**src/logic/cbtl_regs.vh**
```
// Register map, field positions, reset values and timing for the CA training loopback
`ifndef CBTL_REGS_VH
`define CBTL_REGS_VH

// ****************************************
// Register byte offsets
// ****************************************
`define CBTL_ADDR_W 5
`define CBTL_OFS_TRAIN 5'h00
`define CBTL_OFS_CFG1 5'h04
`define CBTL_OFS_CFG2 5'h08
`define CBTL_OFS_STATUS 5'h0C
`define CBTL_OFS_CAPTURE 5'h10

// ****************************************
// Field positions
// ****************************************
`define CBTL_TRAIN_LO 2
`define CBTL_TRAIN_HI 3
`define CBTL_CFG1_INV_EN 10
`define CBTL_CFG2_WORD 0
`define CBTL_CFG2_HIBERNATE 1
`define CBTL_CFG2_SUPPLY_OFF 2
`define CBTL_CFG2_SRF 10
`define CBTL_ST_TRAINING 0
`define CBTL_ST_SRF 1
`define CBTL_ST_OUT_EN 2
`define CBTL_ST_BUSY 3
`define CBTL_ST_MAP_LO 4
`define CBTL_ST_MAP_HI 5

// ****************************************
// Field codes and reset values
// ****************************************
`define CBTL_MAP_OFF 2'h0
`define CBTL_MAP_RISE 2'h1
`define CBTL_MAP_FALL 2'h2
`define CBTL_MAP_INV 2'h3
`define CBTL_RST_INV_EN 1'h1
`define CBTL_RST_SRF 1'h0

// ****************************************
// Timing
// ****************************************
`define CBTL_CLK_NS 50
`define CBTL_TCK_NS 400
`define CBTL_REFLECT_MAX_NS (2 * `CBTL_TCK_NS + 10)
`define CBTL_RELEASE_MAX_NS (1 * `CBTL_TCK_NS + 10)
`define CBTL_REFLECT_MAX_CYC (`CBTL_REFLECT_MAX_NS / `CBTL_CLK_NS)
`define CBTL_RELEASE_MAX_CYC (`CBTL_RELEASE_MAX_NS / `CBTL_CLK_NS)
`define CBTL_MODE_DLY_NS 200
`define CBTL_SREX_NS 1000
`define CBTL_MODE_DLY_CYC ((`CBTL_MODE_DLY_NS + `CBTL_CLK_NS - 1) / `CBTL_CLK_NS)
`define CBTL_SREX_CYC ((`CBTL_SREX_NS + `CBTL_CLK_NS - 1) / `CBTL_CLK_NS)
`define CBTL_DLY_W 8

`endif

```
**src/logic/cbtl_loopback.v**
```verilog
// Command/address bus training loopback with Avalon-MM register slave
`timescale 1ns/100ps
`include "cbtl_regs.vh"

// Contract
// - Nonzero field enters training, enables outputs
// - Training decodes only strobe-high commands
// - Strobe low means no command, inputs ignored
// - Capture after delay, drive outputs unclocked
// - Captured pattern out within 2tCK+10ns
// - Exit releases outputs within 1tCK+10ns
// - Two strobe-high cycles: capture, then exit/remap
// - Field 01 reflects rising-edge CA9..CA0
// - Field 10 reflects falling-edge CA9..CA0
// - Field 11 reflects inversion input and CA10
// - Inversion applies only when config one enables
// - Inversion enabled after reset
// - Byte mode one byte; word mode copies
// - Back-to-back training writes: keep first only (code keeps both: its filter spans one clock, and writes come two clocks apart)
// - Config two bit enters training self refresh
// - Self refresh ignores hibernate and supply-off
// - Exit ends self refresh; exit delay follows
// - Remap in self refresh stays in it
// - All no-operation encodings treated alike
// - Inversion low inverts pattern, high passes
module cbtl_loopback (
   // Clock and reset
   input wire i_clk,
   input wire i_rst,
   // Avalon-MM slave
   input wire [`CBTL_ADDR_W-1:0] i_avs_address,
   input wire i_avs_read,
   input wire i_avs_write,
   input wire [31:0] i_avs_writedata,
   input wire [3:0] i_avs_byteenable,
   output reg [31:0] o_avs_readdata,
   output wire o_avs_waitrequest,
   // Command/address pins
   input wire i_ck,
   input wire i_cke_n,
   input wire [10:0] i_ca,
   input wire i_ca_inversion_input_bar,
   // Reflected outputs, bit 0 channel A, bit 1 channel B
   output reg [15:0] o_dq,
   output reg [15:0] o_dq_alt,
   output reg [1:0] o_data_inversion_pin_bar,
   output reg [1:0] o_error_detect_pin,
   output reg o_out_oe,
   output reg o_alt_oe,
   // Mode state
   output reg o_training_self_refresh,
   output wire o_hibernate_en,
   output wire o_supply_off_en,
   output wire o_cmd_busy
);

   // ****************************************
   // Pin synchronisation
   // ****************************************
   wire [13:0] pins_sync;
   wire ck_s;
   wire cke_s;
   wire inv_bar_s;
   wire [10:0] ca_s;
   reg ck_d;

   cbtl_pin_sync #(
      .WIDTH(14)
   ) u_sync (
      .i_clk(i_clk),
      .i_rst(i_rst),
      .i_pin({i_ck, i_cke_n, i_ca_inversion_input_bar, i_ca}),
      .o_level(pins_sync)
   );

   assign ck_s = pins_sync[13];
   assign cke_s = pins_sync[12];
   assign inv_bar_s = pins_sync[11];
   assign ca_s = pins_sync[10:0];

   wire ck_rise = ck_s & ~ck_d;
   wire ck_fall = ~ck_s & ck_d;

   // ****************************************
   // Registers
   // ****************************************
   reg [1:0] train_field;
   reg inv_en;
   reg word_mode;
   reg hibernate;
   reg supply_off;
   reg srf_en;
   reg training;
   reg [1:0] active_map;
   reg [`CBTL_DLY_W-1:0] delay_cnt;
   reg prev_hi;
   reg capture_pend;
   reg train_wr_last;
   reg ack;
   reg [10:0] rise_ca;
   reg rise_inv;
   reg [10:0] fall_ca;
   reg fall_inv;

   // Delay loads; the counter takes the low bits on purpose
   localparam [31:0] mode_cyc = `CBTL_MODE_DLY_CYC;
   localparam [31:0] srex_cyc = `CBTL_SREX_CYC;

   wire access = i_avs_read | i_avs_write;
   wire bus_take = access & ack;
   wire train_sel = i_avs_address == `CBTL_OFS_TRAIN;
   wire train_wr = bus_take & i_avs_write & train_sel & i_avs_byteenable[0];
   wire [1:0] wr_field = i_avs_writedata[`CBTL_TRAIN_HI:`CBTL_TRAIN_LO];

   // One wait state: every access is answered on its second edge
   assign o_avs_waitrequest = access & ~ack;
   assign o_cmd_busy = delay_cnt != {`CBTL_DLY_W{1'b0}};
   // Self refresh masks both low-power settings
   assign o_hibernate_en = hibernate & ~o_training_self_refresh;
   assign o_supply_off_en = supply_off & ~o_training_self_refresh;

   always @(posedge i_clk) begin
      if (i_rst) begin
         ack <= 1'b0;
         o_avs_readdata <= 32'h00000000;
      end else begin
         ack <= access & ~ack;
         if (access & ~ack & i_avs_read) begin
            case (i_avs_address)
               `CBTL_OFS_TRAIN: o_avs_readdata <= {28'h0000000, train_field, 2'h0};
               `CBTL_OFS_CFG1: o_avs_readdata <= {21'h000000, inv_en, 10'h000};
               `CBTL_OFS_CFG2: begin
                  o_avs_readdata <= {21'h000000, srf_en, 7'h00, supply_off, hibernate,
                     word_mode};
               end
               `CBTL_OFS_STATUS: begin
                  o_avs_readdata <= {26'h0000000, active_map, o_cmd_busy, o_out_oe,
                     o_training_self_refresh, training};
               end
               `CBTL_OFS_CAPTURE: begin
                  o_avs_readdata <= {8'h00, fall_inv, fall_ca, rise_inv, rise_ca};
               end
               default: o_avs_readdata <= 32'h00000000;
            endcase
         end
      end
   end

   // ****************************************
   // Configuration writes
   // ****************************************
   always @(posedge i_clk) begin
      if (i_rst) begin
         inv_en <= `CBTL_RST_INV_EN;
         srf_en <= `CBTL_RST_SRF;
         word_mode <= 1'b0;
         hibernate <= 1'b0;
         supply_off <= 1'b0;
      end else if (bus_take & i_avs_write) begin
         if (i_avs_address == `CBTL_OFS_CFG1 && i_avs_byteenable[1]) begin
            inv_en <= i_avs_writedata[`CBTL_CFG1_INV_EN];
         end
         if (i_avs_address == `CBTL_OFS_CFG2) begin
            if (i_avs_byteenable[0]) begin
               word_mode <= i_avs_writedata[`CBTL_CFG2_WORD];
               hibernate <= i_avs_writedata[`CBTL_CFG2_HIBERNATE];
               supply_off <= i_avs_writedata[`CBTL_CFG2_SUPPLY_OFF];
            end
            if (i_avs_byteenable[1]) begin
               srf_en <= i_avs_writedata[`CBTL_CFG2_SRF];
            end
         end
      end
   end

   // ****************************************
   // Training control
   // ****************************************
   // Captures while the mode-change delay runs are dropped, but the cycle still counts as the first strobe-high one
   always @(posedge i_clk) begin
      if (i_rst) begin
         ck_d <= 1'b0;
         train_field <= `CBTL_MAP_OFF;
         train_wr_last <= 1'b0;
         training <= 1'b0;
         active_map <= `CBTL_MAP_OFF;
         o_training_self_refresh <= 1'b0;
         delay_cnt <= {`CBTL_DLY_W{1'b0}};
         prev_hi <= 1'b0;
         capture_pend <= 1'b0;
         rise_ca <= 11'h000;
         rise_inv <= 1'b1;
         fall_ca <= 11'h000;
         fall_inv <= 1'b1;
      end else begin
         ck_d <= ck_s;
         train_wr_last <= train_wr;
         if (o_cmd_busy) begin
            delay_cnt <= delay_cnt - 1'b1;
         end
         // A write in the very next clock cycle is discarded; a repeat in the next bus cycle is kept
         if (train_wr & ~train_wr_last) begin
            train_field <= wr_field;
            if (~training && wr_field != `CBTL_MAP_OFF) begin
               training <= 1'b1;
               active_map <= wr_field;
               o_training_self_refresh <= srf_en;
               delay_cnt <= mode_cyc[`CBTL_DLY_W-1:0];
            end
         end
         if (ck_rise & training) begin
            // Strobe low: no command whatever CA8 or the rest carry
            if (~cke_s) begin
               prev_hi <= 1'b0;
            end else if (prev_hi) begin
               prev_hi <= 1'b0;
               capture_pend <= 1'b0;
               if (train_field == `CBTL_MAP_OFF) begin
                  training <= 1'b0;
                  active_map <= `CBTL_MAP_OFF;
                  o_training_self_refresh <= 1'b0;
                  delay_cnt <= o_training_self_refresh ? srex_cyc[`CBTL_DLY_W-1:0] :
                     mode_cyc[`CBTL_DLY_W-1:0];
               end else begin
                  active_map <= train_field;
                  delay_cnt <= mode_cyc[`CBTL_DLY_W-1:0];
               end
            end else begin
               prev_hi <= 1'b1;
               if (~o_cmd_busy) begin
                  capture_pend <= 1'b1;
                  rise_ca <= ca_s;
                  rise_inv <= inv_bar_s;
               end
            end
         end
         if (ck_fall & capture_pend) begin
            fall_ca <= ca_s;
            fall_inv <= inv_bar_s;
            capture_pend <= 1'b0;
         end
      end
   end

   // ****************************************
   // Pattern to pins
   // ****************************************
   // Outputs follow the capture a few cycles after the falling half, well
   // inside the data-out limit; they are not aligned to any data clock
   reg [10:0] rise_eff;
   reg [10:0] fall_eff;
   reg [9:0] pattern;
   reg [7:0] byte_val;
   reg out_upd;

   always @* begin
      rise_eff = (inv_en & ~rise_inv) ? ~rise_ca : rise_ca;
      fall_eff = (inv_en & ~fall_inv) ? ~fall_ca : fall_ca;
      case (active_map)
         `CBTL_MAP_RISE: pattern = rise_eff[9:0];
         `CBTL_MAP_FALL: pattern = fall_eff[9:0];
         // Inversion disabled leaves the reflected inversion bit undefined; 0 here
         `CBTL_MAP_INV: begin
            pattern = {2'h0, inv_en & rise_inv, rise_eff[10], inv_en & fall_inv,
               fall_eff[10], 4'h0};
         end
         default: pattern = 10'h000;
      endcase
      byte_val = pattern[7:0];
   end

   always @(posedge i_clk) begin
      if (i_rst) begin
         out_upd <= 1'b0;
         o_dq <= 16'h0000;
         o_dq_alt <= 16'h0000;
         o_data_inversion_pin_bar <= 2'h3;
         o_error_detect_pin <= 2'h0;
         o_out_oe <= 1'b0;
         o_alt_oe <= 1'b0;
      end else begin
         out_upd <= ck_fall & capture_pend;
         o_out_oe <= training;
         o_alt_oe <= training & word_mode;
         // Spare bytes go quiet with their enable so no stale pattern is left
         if (~(training & word_mode)) begin
            o_dq_alt <= 16'h0000;
         end else if (out_upd) begin
            o_dq_alt <= {byte_val, byte_val};
         end
         if (out_upd) begin
            o_dq <= {byte_val, byte_val};
            if (active_map == `CBTL_MAP_INV) begin
               o_data_inversion_pin_bar <= 2'h3;
               o_error_detect_pin <= 2'h0;
            end else begin
               o_data_inversion_pin_bar <= {2{pattern[8]}};
               o_error_detect_pin <= {2{pattern[9]}};
            end
         end
      end
   end

endmodule

```
**src/logic/cbtl_pin_sync.v**
```verilog
// Three-stage pin synchroniser with agreement filter
`timescale 1ns/100ps

module cbtl_pin_sync #(
   parameter WIDTH = 1
) (
   // Clock and reset
   input wire i_clk,
   input wire i_rst,
   // Pin side
   input wire [WIDTH-1:0] i_pin,
   // Filtered level
   output reg [WIDTH-1:0] o_level
);

   reg [WIDTH-1:0] stage1;
   reg [WIDTH-1:0] stage2;
   reg [WIDTH-1:0] stage3;
   integer k;

   // ****************************************
   // Capture and agreement
   // ****************************************
   // Only stage2 reads stage1; a bit changes once stage2 and stage3 agree
   always @(posedge i_clk) begin
      if (i_rst) begin
         stage1 <= {WIDTH{1'b0}};
         stage2 <= {WIDTH{1'b0}};
         stage3 <= {WIDTH{1'b0}};
         o_level <= {WIDTH{1'b0}};
      end else begin
         stage1 <= i_pin;
         stage2 <= stage1;
         stage3 <= stage2;
         for (k = 0; k < WIDTH; k = k + 1) begin
            if (stage2[k] == stage3[k]) begin
               o_level[k] <= stage3[k];
            end
         end
      end
   end

endmodule

```
**config.mk**
```make
export PLATFORM = sky130hd
export DESIGN_NAME = cbtl_loopback
export DESIGN_NICKNAME = d
export VERILOG_FILES = /design/src/logic/cbtl_loopback.v /design/src/logic/cbtl_pin_sync.v
export VERILOG_INCLUDE_DIRS = /design/src /design/src/logic
export SDC_FILE = /design/constraint.sdc
export NUM_CORES = 1
export LEC_CHECK = 0
export BUFFER_PORTS_ARGS = -buffer_cell sky130_fd_sc_hd__buf_2
export CAP_MARGIN = 20
export CORE_ASPECT_RATIO = 1.75
export CORE_MARGIN = 10
export CORE_UTILIZATION = 57
export CTS_BUF_LIST = sky130_fd_sc_hd__clkbuf_16
export DETAILED_ROUTE_END_ITERATION = 12
export MAX_ROUTING_LAYER = met4
export PLACE_DENSITY = 0.9
export REMOVE_ABC_BUFFERS = 1
export SETUP_SLACK_MARGIN = 0.2
export SLEW_MARGIN = 25
export SYNTH_ARGS = -nofsm -noshare
export SYNTH_HDL_FRONTEND = slang
export SYNTH_HIERARCHICAL = 1
export SYNTH_SLANG_ARGS = --single-unit
```
**constraint.sdc**
```tcl
create_clock -name i_clk -period 5.35 [get_ports i_clk]
set_input_delay 0.8025 -clock i_clk [delete_from_list [all_inputs] [get_ports i_clk]]
set_output_delay 0.8025 -clock i_clk [all_outputs]
set_load 0.05 [all_outputs]
```
# Word-level counts from Yosys, hierarchy flattened
# Index checks and enable logic that the tools add are counted.
[totals] word_cells=148 output_inout_bits=75 register_bits=175
[classes] mux=36 eq_ne=22 reduce_logical=13 bitwise_logic=32 add_sub_neg=1
[ops] cell="24-bit case mux with 5 select lines" count=1
[ops] cell="8-bit 2-to-1 mux" count=6
[ops] cell="10-bit case mux with 3 select lines" count=1
[ops] cell="11-bit 2-to-1 mux" count=2
[ops] cell="11-bit inverter" count=2
[ops] cell="1-bit bitwise AND" count=18
[ops] cell="1-bit 2-to-1 mux" count=16
[ops] cell="2-bit 2-to-1 mux" count=8
[ops] cell="1-bit == test" count=14
[ops] cell="1-bit inverter" count=11
[ops] cell="5-bit by 4-bit == test with 1-bit output, second input constant" count=2
[ops] cell="5-bit 2-to-1 mux" count=2
[ops] cell="3-bit AND reduction" count=3
[ops] cell="8-bit nonzero test" count=1
[ops] cell="8-bit by 1-bit subtractor with 8-bit output, second input constant" count=1
[ops] cell="5-bit by 3-bit == test with 1-bit output, second input constant" count=1
[ops] cell="5-bit == test, second input constant" count=1
[ops] cell="5-bit logical NOT" count=1
[ops] cell="2-bit == test, second input constant" count=2
[ops] cell="4-bit AND reduction" count=1
[ops] cell="2-bit OR reduction" count=2
[ops] cell="2-bit by 1-bit == test with 1-bit output, second input constant" count=1
[ops] cell="1-bit logical AND" count=2
[ops] cell="2-bit logical NOT" count=1
[ops] cell="other kinds (4)" count=4

# Depth between registers and ports, before layout
[logic_depth] word_depth=11 depth_mapped=7

# Hierarchy
# The synthesis kept the hierarchy.
[modules_own_cells] module="cbtl_loopback" cells_per_inst=448 instances=1 area_each_um2=4098.9
[modules_own_cells] module="cbtl_pin_sync" cells_per_inst=146 instances=1 area_each_um2=1634.1

# Least setup slack after synthesis
# No wires, ideal clock.
[synth_path] path_kind="register to output" from="reg delay_cnt[0]" to="out o_cmd_busy" arrival_time_ns=1.805 path_stages_with_launch=6 setup_slack_ns=2.743 cell_sequence="dfxtp_1 -> inv_1 -> ha_1 -> or4b_2 -> nor2_1 -> inv_1"
[synth_between] elab_chain_cells=1
[synth_lines] element="from (decl)" line="cbtl_loopback.v:95" source="reg [`CBTL_DLY_W-1:0] delay_cnt;"
[synth_lines] element="from (signal assigned)" line="cbtl_loopback.v:188" source="delay_cnt <= {`CBTL_DLY_W{1'b0}};"
[synth_lines] element="from (signal assigned)" line="cbtl_loopback.v:199" source="delay_cnt <= delay_cnt - 1'b1;"
[synth_lines] element="from (signal assigned)" line="cbtl_loopback.v:208" source="delay_cnt <= mode_cyc[`CBTL_DLY_W-1:0];"
[synth_lines] element="8-bit nonzero test" line="cbtl_loopback.v:117" source="assign o_cmd_busy = delay_cnt != {`CBTL_DLY_W{1'b0}};"
[synth_lines] element="to (decl)" line="cbtl_loopback.v:54" source="output wire o_cmd_busy"
# Every way passes these cells.

# Worst setup path in the final report
# Same ends and word-level chain as after synthesis.

==> out/results.tsv <==
metric	value	unit
number of buffers created by CTS	17	
max-cap viol count	0	
P per Cell Area	405	nW/um^2
first-pass GRT wire length	22.8	mm
Final period util	63.9	%
drt wl/cell	18.2	um
CP startpoint kind	flop	
final hold viol count	0	
crit path DAT	2.61	ns
setup violators final	0	
vias in the first global route	4701	
post-CTS setup buffer count	0	
Filler cells	778	
logic gate share of total power	8.9	%
syn avg cell area	9.65	sq um
Clock Sinks	149	
FF+latch count, synth	149	
VDD IR-drop max	275	uV
CTS tree	built	
starting density of the core	58.2	%
Max Freq	293	MHz
H-tree depth	4	
die span in x	95.8	um
die height	153	um
unrepaired setup endpoints after global routing	no	
Clock Skews	0.00576	ns
crit-path max cell delay	0.71	ns
crit-path max FO	6	
Worst path most repeated cell	inv_1	
sequential share of the synthesized area	52.0	%
most common cell after layout, fill and taps aside	dfxtp_1	
total core area	9850	sq um
RD Place Congestion	0.880	
status	completed	
worst hold slack	0.436	ns
Synth Cell Area	5730	sq um
most frequent cells in the layout	dfxtp_1, buf_2, nand2_1	
Period minus WS final	3.42	ns
Net Sw Power	0.000628	W
vias per inst	5.71	
worst path cell trace	inv_1, ha_1, or4b_2, nor2_1, inv_1, buf_2	
Total GRT Usage	20.5	%
DR iter-0 viols	363	
Most used DFF post-synth	dfxtp_1	
Pleak	2.75	nW
nets	718	
die area	14600	sq um
Root Buffer	clkbuf_16	
initial antenna violation count	0	
CP required	4.55	ns
Clock power frac	48.2	%
Post-Route WL	14.5	mm
ANT cells	0	
via count	4542	
relative slew slack	33.7	%
CP delay by family, top	simple AND/OR/NAND/NOR gates	
layout cells sized above 1	20.7	%
Port Buf Inserts	96	
Slew Viols, Final	0	
critical path class	reg2out	
share of power burned in registers	42.9	%
hold_buf cts	0	
Worst Tran Pin Value	0.993	ns
Worst-Skew Late Latency	0.41	ns
slowest stage cell on the critical path	or4b_2	
synth unique cells	55	
Sw Share	23.0	%
Synth Warn #	6	
Final TNS setup	0	ns
clk slew on worst S/H paths	0.06	ns
cts repair resizes	0	
Setup crit end kind	output pin	
DRT antenna net count	0	
largest net degree at the start of global routing	63	
Post-route DRC	0	
asr flop ratio synth	0	%
grt ovf	0	
Pint	0.00210	W
Rows	48	
CTS max path bufs	2	
first-pass iteration count of the detailed router	6	
IO Count	134	
EDFF count, synth	0	
post-DP HPWL	9.90	mm
Worst Path Buf+Inv	3	
Synth Instances	594	
worst min path class	reg2reg	
P&R area growth vs syn	17.3	%
-- worst paths after layout --
path                                             startpoint                     endpoint  slack (ns)  depth (start not counted)
worst max-delay path                delay_cnt[0]$_SDFF_PP0_                   o_cmd_busy        1.93                          6
worst min-delay path            u_sync/stage1[7]$_SDFF_PP0_  u_sync/stage2[7]$_SDFF_PP0_        0.44                          1
worst max register to register      delay_cnt[0]$_SDFF_PP0_      rise_ca[9]$_SDFFE_PP0P_        2.64                          7
worst min register to register  u_sync/stage1[7]$_SDFF_PP0_  u_sync/stage2[7]$_SDFF_PP0_        0.44                          1
-- cell families after synthesis --
group                    share of synthesized area [%]
multiplexers                                      3.49
other                                           0.0654
XOR/XNOR                                          3.51
flip-flops                                        52.0
buffers and inverters                             7.18
adder cells (fa/ha/maj)                          0.218
AND/OR/NAND/NOR                                   18.8
AO/OA/AOI/OAI                                     14.7
-- state kept, by name, summed over array words and instances (netlist names), 2 cells and up --
name            count
o_avs_readdata     24
u_sync/o_level     14
u_sync/stage1      14
u_sync/stage2      14
u_sync/stage3      14
fall_ca            11
rise_ca            11
delay_cnt           8
o_dq                8
o_dq_alt            8
active_map          2
train_field         2
-- synthesized netlist by cell type, drive strengths merged (2+ instances only) --
cell type  instances  share of area [%]
a211oi             2               0.26
a21boi             2               0.26
a21oi             42                3.7
a221oi             2               0.31
a222oi             5               0.87
a22o              11                1.7
a22oi              2               0.26
a311oi             2               0.31
a31oi              3               0.33
and2               5               0.55
and4b              2               0.35
buf               40                5.2
clkbuf            21                1.4
dfxtp            149                 52
inv               10               0.65
mux2i             20                3.5
nand2             50                3.3
nand2b             4               0.44
nand3             22                1.9
nand3b             2               0.26
nand4              2               0.22
nor2              42                2.7
nor2b             49                5.3
nor3              10               0.87
nor4               5               0.65
nor4b              3               0.83
o211a              9                1.6
o21ai             26                2.3
o221a              2               0.39
o221ai             5               0.76
o31ai              4               0.52
or2                2               0.22
or3                2               0.22
or4                2               0.26
or4b               2               0.35
xnor2             11                1.7
xor2              12                1.8
-- per-stage QoR --
step	power, W	utilization, %	instances	worst slack (ns)	cell area (sq um)
final	0.00273	68.3	796	1.93	6720
after global routing	0.00282	68.3	796	1.79	6720
after CTS	0.00274	68.2	796	1.94	6720
after detailed placement	0.00143	61.5	764	2.41	6060
after global placement	0.00142	61.4	763	2.46	6050
after floorplan	0.00136	-	540	2.61	5390
-- power groups by stage --
stage          Clock, W  Sequential (W)  Combinational [W]
2_1_floorplan         0         0.00119           0.000170
4_1_cts         0.00133         0.00117           0.000241
3_3_place_gp          0         0.00119           0.000227
6_report        0.00131         0.00117           0.000242
5_1_grt         0.00138         0.00117           0.000263
3_5_place_dp          0         0.00119           0.000237
-- final cells by class --
type	instances	area (sq um)	area share, %
Clock buffer	17	425	6.33
Sequential cell	149	2980	44.4
Timing Repair Buffer	99	509	7.57
Inverter	10	37.5	0.558
Multi-Input combinational cell	381	2380	35.4
Tap cell	125	156	2.33
Clock inverter	15	234	3.48
-- per-layer routing --
metal	track usage [%]	routed length, um	vias up	share of wire, %
met5	-	0	-	0
met4	9.60	477	0	3.3
met3	4.98	740	36	5.1
met2	35.5	7770	170	54
met1	20.6	5490	2190	38
li1	-	-	2146	-
Power figures use the tool's default switching activity.
